===== src/pkg/thermal_throttle_pkg.sv =====
package thermal_throttle_pkg;

    // register byte addresses on the plain register port
    localparam logic [7:0] ADDR_MISC_ENABLES = 8'h00;
    localparam logic [7:0] ADDR_SECOND_MONITOR_CONTROL = 8'h04;
    localparam logic [7:0] ADDR_IDENT_LEAF = 8'h08;
    localparam logic [7:0] ADDR_IDENT_FEATURES = 8'h0c;
    localparam logic [7:0] ADDR_IDENT_EXT_FEATURES = 8'h10;
    localparam logic [7:0] ADDR_THROTTLE_STATUS = 8'h14;

    // field positions
    localparam int MISC_CLK_MOD_EN_BIT = 3;
    localparam int MISC_FV_EN_BIT = 13;
    localparam int SMC_SELECT_BIT = 16;
    localparam int SMC_TARGET_MSB = 15;
    localparam int SMC_TARGET_LSB = 0;
    localparam int IDENT_CLK_MOD_FLAG_BIT = 29;
    localparam int IDENT_FV_FLAG_BIT = 8;
    localparam int STAT_ENGAGED_BIT = 0;
    localparam int STAT_CLK_MOD_BIT = 1;
    localparam int STAT_FV_BIT = 2;
    localparam int STAT_TRIP_BIT = 3;
    localparam int STAT_EARLY_GEN_BIT = 4;

    // reset values and writable masks
    localparam logic [31:0] MISC_RESET = 32'h0000_0000;
    localparam logic [31:0] MISC_WMASK = 32'h0000_2008;
    localparam logic [31:0] SMC_RESET = 32'h0000_0000;
    localparam logic [31:0] SMC_WMASK = 32'h0001_ffff;
    localparam logic [31:0] IDENT_LEAF_RESET = 32'h0000_0000;
    localparam logic [31:0] IDENT_LEAF_FEATURES = 32'h0000_0001;
    localparam logic [31:0] READ_ZERO = 32'h0000_0000;

    // which mechanisms this part carries
    localparam logic CLK_MOD_SUPPORTED = 1'b1;
    localparam logic FV_SUPPORTED = 1'b1;

    // operating point loaded at reset; requested_op_point passes through while not throttled by the frequency-voltage path
    localparam logic [15:0] OP_POINT_RESET = 16'h0000;

    // minimum engage time
    localparam int CLK_FREQ_MHZ = 100;
    localparam int MIN_ENGAGE_US = 1000;
    localparam int MIN_ENGAGE_COUNT = MIN_ENGAGE_US * CLK_FREQ_MHZ;
    localparam int ENGAGE_CNT_W = 17;

    // clock-modulation pattern: fraction of each period the core is clocked
    localparam int DUTY_STEP_CYCLES = 16;
    localparam int DUTY_STEPS = 8;
    localparam int DUTY_ON_STEPS = 4;
    localparam int DUTY_CNT_W = 7;
    localparam logic [6:0] DUTY_LAST = 7'(DUTY_STEP_CYCLES * DUTY_STEPS - 1);
    localparam logic [6:0] DUTY_ON_CYCLES = 7'(DUTY_STEP_CYCLES * DUTY_ON_STEPS);

    typedef enum logic [2:0] {
        ST_IDLE = 3'b001,
        ST_CLK_MOD = 3'b010,
        ST_FREQ_VOLT = 3'b100
    } throttle_state_t;

endpackage


===== src/verilog/throttle_duty_gen.sv =====
`timescale 1ns/1ps
module throttle_duty_gen
    import thermal_throttle_pkg::*;
(
    input wire logic ref_clk,
    input wire logic rst_l,
    input wire logic run,
    output logic clk_allow
);
    logic [DUTY_CNT_W-1:0] phase_reg;
    logic [DUTY_CNT_W-1:0] phase_next;
    logic allow_next;

    // phase restarts whenever the pattern is not running
    assign phase_next = (!run || phase_reg == DUTY_LAST) ? '0 : phase_reg + 7'h01;
    // clock passes while the pattern is stopped, and while running only during the allowed part of the period
    assign allow_next = !run || (phase_next < DUTY_ON_CYCLES);

    always_ff @(posedge ref_clk or negedge rst_l) begin
        if (!rst_l) begin
            phase_reg <= '0;
            clk_allow <= 1'b1;
        end else begin
            phase_reg <= phase_next;
            clk_allow <= allow_next;
        end
    end
endmodule


===== src/verilog/thermal_throttle_control.sv =====
`timescale 1ns/1ps
// What this block does
// - catastrophic trip always halts execution until the next reset
// - second, lower sensor trip drives the automatic throttles
// - clock-modulating throttle gates core clock internally, no external stop pin
// - identification feature word bit 29 flags clock-modulating throttle support
// - misc enable bit 3 enables clock-modulating throttle; cleared at reset
// - frequency-voltage throttle lowers frequency and voltage instead of gating
// - frequency-voltage throttle uses the same second-sensor trip
// - extended feature word bit 8 flags frequency-voltage throttle support
// - early parts: select bit 16 plus misc bit 3 enable frequency-voltage
// - early parts: misc bit 3 without select enables clock modulation
// - later parts: misc bit 13 enables frequency-voltage throttle
// - frequency-voltage trigger moves to target point in control bits 15:0
// - shutdown detector invisible; throttle features reported under leaf one
// - duty cycle means fraction of time the clock drives the core
// - throttle stays engaged at least 1 ms, then until trip clears
module thermal_throttle_control
    import thermal_throttle_pkg::*;
#(
    parameter int unsigned MIN_ENGAGE_CYCLES = MIN_ENGAGE_COUNT
) (
    input wire logic ref_clk,
    input wire logic rst_n,
    input wire logic catastrophic_trip,
    input wire logic thermal_trip,
    input wire logic early_gen_strap,
    input wire logic [15:0] requested_op_point,
    input wire logic [7:0] reg_addr,
    input wire logic [31:0] reg_wdata,
    input wire logic reg_wr,
    input wire logic reg_rd,
    output logic [31:0] reg_rdata,
    output logic core_clk_enable,
    output logic halt_execution,
    output logic [15:0] op_point_target,
    output logic freq_voltage_active,
    output logic clock_mod_active
);
    localparam logic [ENGAGE_CNT_W-1:0] ENGAGE_LOAD = ENGAGE_CNT_W'(MIN_ENGAGE_CYCLES - 1);

    // reset release
    logic rst_meta_reg;
    logic rst_l;

    // pin synchronisers
    logic cat_meta_reg;
    logic cat_sync_reg;
    logic trip_meta_reg;
    logic trip_sync_reg;
    logic strap_meta_reg;
    logic strap_sync_reg;

    // strap capture
    logic strap_taken_reg;
    logic early_gen_reg;

    // software registers
    logic [31:0] misc_feature_enables_reg;
    logic [31:0] second_monitor_control_reg;
    logic [31:0] ident_leaf_reg;

    // throttle control
    throttle_state_t state_reg;
    throttle_state_t state_next;
    logic [ENGAGE_CNT_W-1:0] engage_cnt_reg;
    logic [ENGAGE_CNT_W-1:0] engage_cnt_next;
    logic duty_allow;

    always_ff @(posedge ref_clk or negedge rst_n) begin
        if (!rst_n) begin
            rst_meta_reg <= 1'b0;
            rst_l <= 1'b0;
        end else begin
            rst_meta_reg <= 1'b1;
            rst_l <= rst_meta_reg;
        end
    end

    always_ff @(posedge ref_clk or negedge rst_l) begin
        if (!rst_l) begin
            cat_meta_reg <= 1'b0;
            cat_sync_reg <= 1'b0;
            trip_meta_reg <= 1'b0;
            trip_sync_reg <= 1'b0;
            strap_meta_reg <= 1'b0;
            strap_sync_reg <= 1'b0;
        end else begin
            cat_meta_reg <= catastrophic_trip;
            cat_sync_reg <= cat_meta_reg;
            trip_meta_reg <= thermal_trip;
            trip_sync_reg <= trip_meta_reg;
            strap_meta_reg <= early_gen_strap;
            strap_sync_reg <= strap_meta_reg;
        end
    end

    // generation strap is caught once, after both synchroniser stages hold the pin
    logic strap_fill_reg;
    logic strap_ready_reg;

    always_ff @(posedge ref_clk or negedge rst_l) begin
        if (!rst_l) begin
            strap_fill_reg <= 1'b0;
            strap_ready_reg <= 1'b0;
            strap_taken_reg <= 1'b0;
            early_gen_reg <= 1'b0;
        end else begin
            strap_fill_reg <= 1'b1;
            strap_ready_reg <= strap_fill_reg;
            if (strap_ready_reg && !strap_taken_reg) begin
                strap_taken_reg <= 1'b1;
                early_gen_reg <= strap_sync_reg;
            end
        end
    end

    // catastrophic shutdown: sticky, only reset clears it, no register shows it
    always_ff @(posedge ref_clk or negedge rst_l) begin
        if (!rst_l) begin
            halt_execution <= 1'b0;
        end else if (cat_sync_reg) begin
            halt_execution <= 1'b1;
        end
    end

    // register decode
    logic hit_misc;
    logic hit_smc;
    logic hit_leaf;
    logic hit_feat;
    logic hit_ext;
    logic hit_stat;
    logic leaf_is_features;
    logic [31:0] misc_wr_value;
    logic [31:0] smc_wr_value;

    assign hit_misc = reg_addr == ADDR_MISC_ENABLES;
    assign hit_smc = reg_addr == ADDR_SECOND_MONITOR_CONTROL;
    assign hit_leaf = reg_addr == ADDR_IDENT_LEAF;
    assign hit_feat = reg_addr == ADDR_IDENT_FEATURES;
    assign hit_ext = reg_addr == ADDR_IDENT_EXT_FEATURES;
    assign hit_stat = reg_addr == ADDR_THROTTLE_STATUS;
    assign misc_wr_value = reg_wdata & MISC_WMASK;
    assign smc_wr_value = reg_wdata & SMC_WMASK;

    always_ff @(posedge ref_clk or negedge rst_l) begin
        if (!rst_l) begin
            misc_feature_enables_reg <= MISC_RESET;
            second_monitor_control_reg <= SMC_RESET;
            ident_leaf_reg <= IDENT_LEAF_RESET;
        end else if (reg_wr) begin
            if (hit_misc) begin
                misc_feature_enables_reg <= misc_wr_value;
            end
            if (hit_smc) begin
                second_monitor_control_reg <= smc_wr_value;
            end
            if (hit_leaf) begin
                ident_leaf_reg <= reg_wdata;
            end
        end
    end

    // feature words answer only under the feature leaf
    logic [31:0] feat_word;
    logic [31:0] ext_feat_word;
    logic [31:0] status_word;
    logic [31:0] rdata_next;

    assign leaf_is_features = ident_leaf_reg == IDENT_LEAF_FEATURES;
    assign feat_word = (32'(CLK_MOD_SUPPORTED) << IDENT_CLK_MOD_FLAG_BIT)
        & {32{leaf_is_features}};
    assign ext_feat_word = (32'(FV_SUPPORTED) << IDENT_FV_FLAG_BIT)
        & {32{leaf_is_features}};

    logic engaged;

    assign engaged = state_reg != ST_IDLE;
    assign status_word = (32'(engaged) << STAT_ENGAGED_BIT)
        | (32'(state_reg == ST_CLK_MOD) << STAT_CLK_MOD_BIT)
        | (32'(state_reg == ST_FREQ_VOLT) << STAT_FV_BIT)
        | (32'(trip_sync_reg) << STAT_TRIP_BIT)
        | (32'(early_gen_reg) << STAT_EARLY_GEN_BIT);

    assign rdata_next = !reg_rd ? READ_ZERO :
        hit_misc ? misc_feature_enables_reg :
        hit_smc ? second_monitor_control_reg :
        hit_leaf ? ident_leaf_reg :
        hit_feat ? feat_word :
        hit_ext ? ext_feat_word :
        hit_stat ? status_word : READ_ZERO;

    always_ff @(posedge ref_clk or negedge rst_l) begin
        if (!rst_l) begin
            reg_rdata <= READ_ZERO;
        end else begin
            reg_rdata <= rdata_next;
        end
    end

    // mode selection by generation
    logic misc_clk_mod_bit;
    logic misc_fv_bit;
    logic select_bit;
    logic [15:0] target_point;
    logic fv_enabled;
    logic clk_mod_enabled;

    assign misc_clk_mod_bit = misc_feature_enables_reg[MISC_CLK_MOD_EN_BIT];
    assign misc_fv_bit = misc_feature_enables_reg[MISC_FV_EN_BIT];
    assign select_bit = second_monitor_control_reg[SMC_SELECT_BIT];
    assign target_point = second_monitor_control_reg[SMC_TARGET_MSB:SMC_TARGET_LSB];

    // with both enables set on a later part, frequency-voltage takes priority
    assign fv_enabled = FV_SUPPORTED && (early_gen_reg ?
        (misc_clk_mod_bit && select_bit) :
        misc_fv_bit);
    assign clk_mod_enabled = CLK_MOD_SUPPORTED && !fv_enabled && misc_clk_mod_bit
        && !(early_gen_reg && select_bit);

    // engage state machine
    logic hold_done;

    assign hold_done = engage_cnt_reg == '0;

    always_comb begin
        state_next = state_reg;
        engage_cnt_next = engage_cnt_reg;
        case (state_reg)
            ST_IDLE: begin
                engage_cnt_next = ENGAGE_LOAD;
                if (trip_sync_reg && fv_enabled) begin
                    state_next = ST_FREQ_VOLT;
                end else if (trip_sync_reg && clk_mod_enabled) begin
                    state_next = ST_CLK_MOD;
                end else begin
                    state_next = ST_IDLE;
                end
            end
            ST_CLK_MOD, ST_FREQ_VOLT: begin
                if (!hold_done) begin
                    engage_cnt_next = engage_cnt_reg - 1'b1;
                end else if (!trip_sync_reg) begin
                    state_next = ST_IDLE;
                end
            end
            default: begin
                state_next = ST_IDLE;
                engage_cnt_next = ENGAGE_LOAD;
            end
        endcase
    end

    always_ff @(posedge ref_clk or negedge rst_l) begin
        if (!rst_l) begin
            state_reg <= ST_IDLE;
            engage_cnt_reg <= '0;
        end else begin
            state_reg <= state_next;
            engage_cnt_reg <= engage_cnt_next;
        end
    end

    // internal stop-clock pattern while clock modulation is engaged
    logic duty_run;

    assign duty_run = state_reg == ST_CLK_MOD;

    throttle_duty_gen duty_gen (
        .ref_clk(ref_clk),
        .rst_l(rst_l),
        .run(duty_run),
        .clk_allow(duty_allow)
    );

    logic clk_enable_next;
    logic [15:0] op_point_next;

    assign clk_enable_next = !halt_execution && duty_allow;
    assign op_point_next = (state_reg == ST_FREQ_VOLT) ? target_point
        : requested_op_point;

    always_ff @(posedge ref_clk or negedge rst_l) begin
        if (!rst_l) begin
            core_clk_enable <= 1'b1;
            op_point_target <= OP_POINT_RESET;
            freq_voltage_active <= 1'b0;
            clock_mod_active <= 1'b0;
        end else begin
            core_clk_enable <= clk_enable_next;
            op_point_target <= op_point_next;
            freq_voltage_active <= state_reg == ST_FREQ_VOLT;
            clock_mod_active <= state_reg == ST_CLK_MOD;
        end
    end
endmodule


===== config.mk =====
export PLATFORM = sky130hd
export DESIGN_NAME = thermal_throttle_control
export DESIGN_NICKNAME = d
export VERILOG_FILES = /design/src/pkg/thermal_throttle_pkg.sv /design/src/verilog/throttle_duty_gen.sv /design/src/verilog/thermal_throttle_control.sv
export SDC_FILE = /design/constraint.sdc
export NUM_CORES = 1
export LEC_CHECK = 0
export BUFFER_PORTS_ARGS = -buffer_cell sky130_fd_sc_hd__buf_2
export CORE_ASPECT_RATIO = 0.5
export CORE_UTILIZATION = 30
export DETAILED_ROUTE_END_ITERATION = 10
export PLACE_DENSITY = 0.56
export SETUP_SLACK_MARGIN = 0.3
export SLEW_MARGIN = 10
export SYNTH_ARGS = -nofsm -noshare
export SYNTH_HDL_FRONTEND = slang
export SYNTH_SLANG_ARGS = --single-unit

===== constraint.sdc =====
create_clock -name ref_clk -period 5.81 [get_ports ref_clk]
set_input_delay 0.581 -clock ref_clk [delete_from_list [all_inputs] [get_ports ref_clk]]
set_output_delay 0.581 -clock ref_clk [all_outputs]
set_load 0.01 [all_outputs]

==> summary.md <==
| Metric | Value |
|---|---|
| Status | finished clean |
| Count of pins over their slew limit | 0 |
| Total die area | 0.0200 mm2 |
| Asr flop ratio synth | 100% |
| EDFF count, synth | 0 |
| Mapped cell area | 0.00582 mm2 |
| All-Layer GR Usage | 14.5% |
| Worst-margin pin slew | 1060 ps |
| CTS tree | built |
| Layout cells sized above 1 | 39.8% |
| Net Sw Power | 529 uW |
| Worst Path Arrival | 2690 ps |
| Post-Syn Instances | 452 |
| Drt total wl | 13.5 mm |
| Detailed placement HPWL | 9.47 mm |
| DR vias | 3,976 |
| CP Launch Type | primary input |
| Die Y | 101 um |
| Final Hold Viols | 0 |
| Row cnt | 35 |
| Crit-path slowest cell | nor2b_1 |
| Largest area contributor in the netlist | dfrtp_1 |
| Synth top cells by count | dfrtp_1, mux2_2, nor2_1 |
| Synth Flop Type | dfrtp_1 |
| Post-CTS Hold Fix Bufs | 1 |
| Worst-Skew Late Latency | 420 ps |
| Worst setup EP type | flop |
| Sequential fraction of the synthesis area | 61.5% |
| Remaining antenna violation count | 0 |
| Total CTS buffers | 17 |
| Top cells by area, synth | dfrtp_1, mux2_2, nor2_1, a22oi_1, and2_1 |
| CP peak stage delay | 860 ps |
| Ys Warns | 0 |
| Maximum clock rate | 417 MHz |
| First-pass GRT wire length | 21.9 mm |
| Yosys cell types | 56 |
| Unrepaired setup endpoints after global routing | no |
| # Post-CTS Setup Buffers | 0 |
| Die width | 199 um |
| CTS max path bufs | 2 |
| Routability cong. | 0.774 |
| Clock slew at reported path FFs | 60 ps |
| Crit Path Max Fanout | 32 |
| Final setup vio count | 0 |
| Total core area | 0.0187 mm2 |
| WP data required | 6110 ps |
| Most frequent cell after synthesis | dfrtp_1 |
| Worst slew margin | 28.9% |
| Syn Area/Cell | 12.9 um2 |
| Clock root buffer | clkbuf_16 |
| Clk pwr share | 48.8% |
| Clock Skew | 10.2 ps |
| DRC viols | 0 |
| Hold_ws | 277 ps |
| Sw Share | 23.4% |
| Vias in the first global route | 4,068 |
| DR WL/cell | 16.0 um |
| Cell Chain, Critical Path | buf_2, nor2b_1, and3_1, buf_4, mux2_2 |
| Final nets | 639 |
| # IOs | 115 |
| Area Growth Syn to Fin | 24.8% |
| Pwr Density | 310 mW/mm2 |
| Logic pwr share | 4.7% |
| Initial drt markers | 169 |
| Max IR drop VDD | 0.203 mV |
| Pint | 1.73 mW |
| Max Cap Viol | 0 |
| Critical path type | in -> reg |
| TritonRoute pass-1 iters | 4 |
| Initial antenna violation count | 1 |
| Yosys top cell area share | 60.2% |
| Final TNS setup | 0 ps |
| Largest net degree at the start of global routing | 66 |
| Number of fill cells | 1,851 |
| Htree depth | 4 |
| Via density | 4.70 |
| Min cycle time layout | 2400 ps |
| Post_cts resized | 0 |
| Fraction of power consumed by sequential logic | 46.5% |
| Min-Delay Path Class | reg -> async |
| Grt ovf | 0 |
| Initial Util | 31.1% |
| Leakage power | 3.43 nW |
| Crit share post-route | 41.3% |
| #FFs+latches synth | 143 |
| Clock Sinks | 143 |
| Port buffer count | 114 |
-- stage by stage --
| step | cells | setup WS (ps) | cell area [um2] | power (mW) | utilization [%] |
|---|---|---|---|---|---|
| finish | 846 | 3410 | 7260 | 2.25 | 38.8 |
| global route | 845 | 3150 | 7260 | 2.34 | 38.8 |
| CTS | 845 | 3450 | 7260 | 2.29 | 38.8 |
| detailed placement | 812 | 3030 | 6660 | 1.17 | 35.6 |
| global placement | 812 | 3090 | 6660 | 1.17 | 35.6 |
| floorplan | 453 | 1540 | 5830 | 1.12 | - |
-- critical path: cells and delay by family --
family	cells	cell delay, ps
simple gates	2	1140
buf+inv	2	570
mux	1	390
-- cell usage in the layout, fill, tap and decap left out, types with 3 or more instances in the layout --
| cell | netlist | routed |
|---|---|---|
| mux2_2 | 67 | 67 |
| a211oi_1 | 3 | 3 |
| ha_1 | 3 | 3 |
| nand2_1 | 19 | 19 |
| clkinv_4 | 0 | 4 |
| buf_2 | 5 | 114 |
| dfrtp_1 | 140 | 139 |
| xnor2_1 | 5 | 5 |
| nand4_1 | 5 | 5 |
| a22oi_1 | 13 | 13 |
| o21ai_0 | 13 | 13 |
| a21oi_1 | 14 | 14 |
| buf_4 | 3 | 5 |
| nor2_1 | 28 | 28 |
| nor4_1 | 11 | 11 |
| nand3_1 | 6 | 6 |
| and3_1 | 10 | 10 |
| nor2b_1 | 7 | 7 |
| inv_1 | 6 | 6 |
| inv_6 | 0 | 5 |
| or3_1 | 9 | 9 |
| or2_2 | 3 | 3 |
| nand3b_1 | 3 | 3 |
| nor3_1 | 6 | 6 |
| and2_1 | 15 | 15 |
| clkbuf_16 | 0 | 17 |
| mux2i_1 | 3 | 3 |
| nand2b_1 | 3 | 3 |
| dfstp_2 | 3 | 3 |
-- area by class of cell --
cell class	count	area, um2	area share, %
inverter	6	22.5	0.310
clock inverter	14	156	2.15
antenna	1	2.50	0.0345
tap	259	324	4.46
clock buffer	18	439	6.05
multi-input combinational	285	2110	29.1
sequential	143	3590	49.4
timing repair buffer	120	618	8.51
-- final timing paths --
kind,start,end,slack (ps),cells after the start
min reg2reg,rst_l,op_point_target[6],280,0
max reg2reg,engage_cnt_reg[13],engage_cnt_reg[4],3450,4
min,rst_l,op_point_target[6],280,0
max,reg_addr[3],ident_leaf_reg[19],3410,5
max in group asynchronous,rst_l,cat_meta_reg,4330,1
min in group ref_clk,early_gen_strap,strap_meta_reg,280,1
-- per-layer routing --
layer	vias to the layer above	global-route usage, %	part of all wire, %
met2	64	23.3	50
met1	2029	18.9	45
met3	8	4.15	3.9
met4	0	4.62	0.75
met5	-	0	0
li1	1875	-	-
-- power by group through the flow --
stage	combinational (mW)	clock (mW)	sequential, mW
after floorplan	0.0463	0	1.07
after global placement	0.105	0	1.07
after detailed placement	0.106	0	1.07
after CTS	0.108	1.13	1.05
after global routing	0.118	1.17	1.05
final	0.105	1.10	1.05
-- cells by family after synthesis --
| logic type | count (synthesis) | synth area share (%) |
|---|---|---|
| buf+inv | 25 | 2.30 |
| fa+ha+maj | 3 | 0.645 |
| xor+xnor | 7 | 1.05 |
| mux | 71 | 13.7 |
| compound gates | 60 | 6.81 |
| other cells | 1 | 0.0644 |
| flops | 143 | 61.5 |
| simple gates | 142 | 13.9 |
No activity file was read; power rests on OpenSTA's default activity.
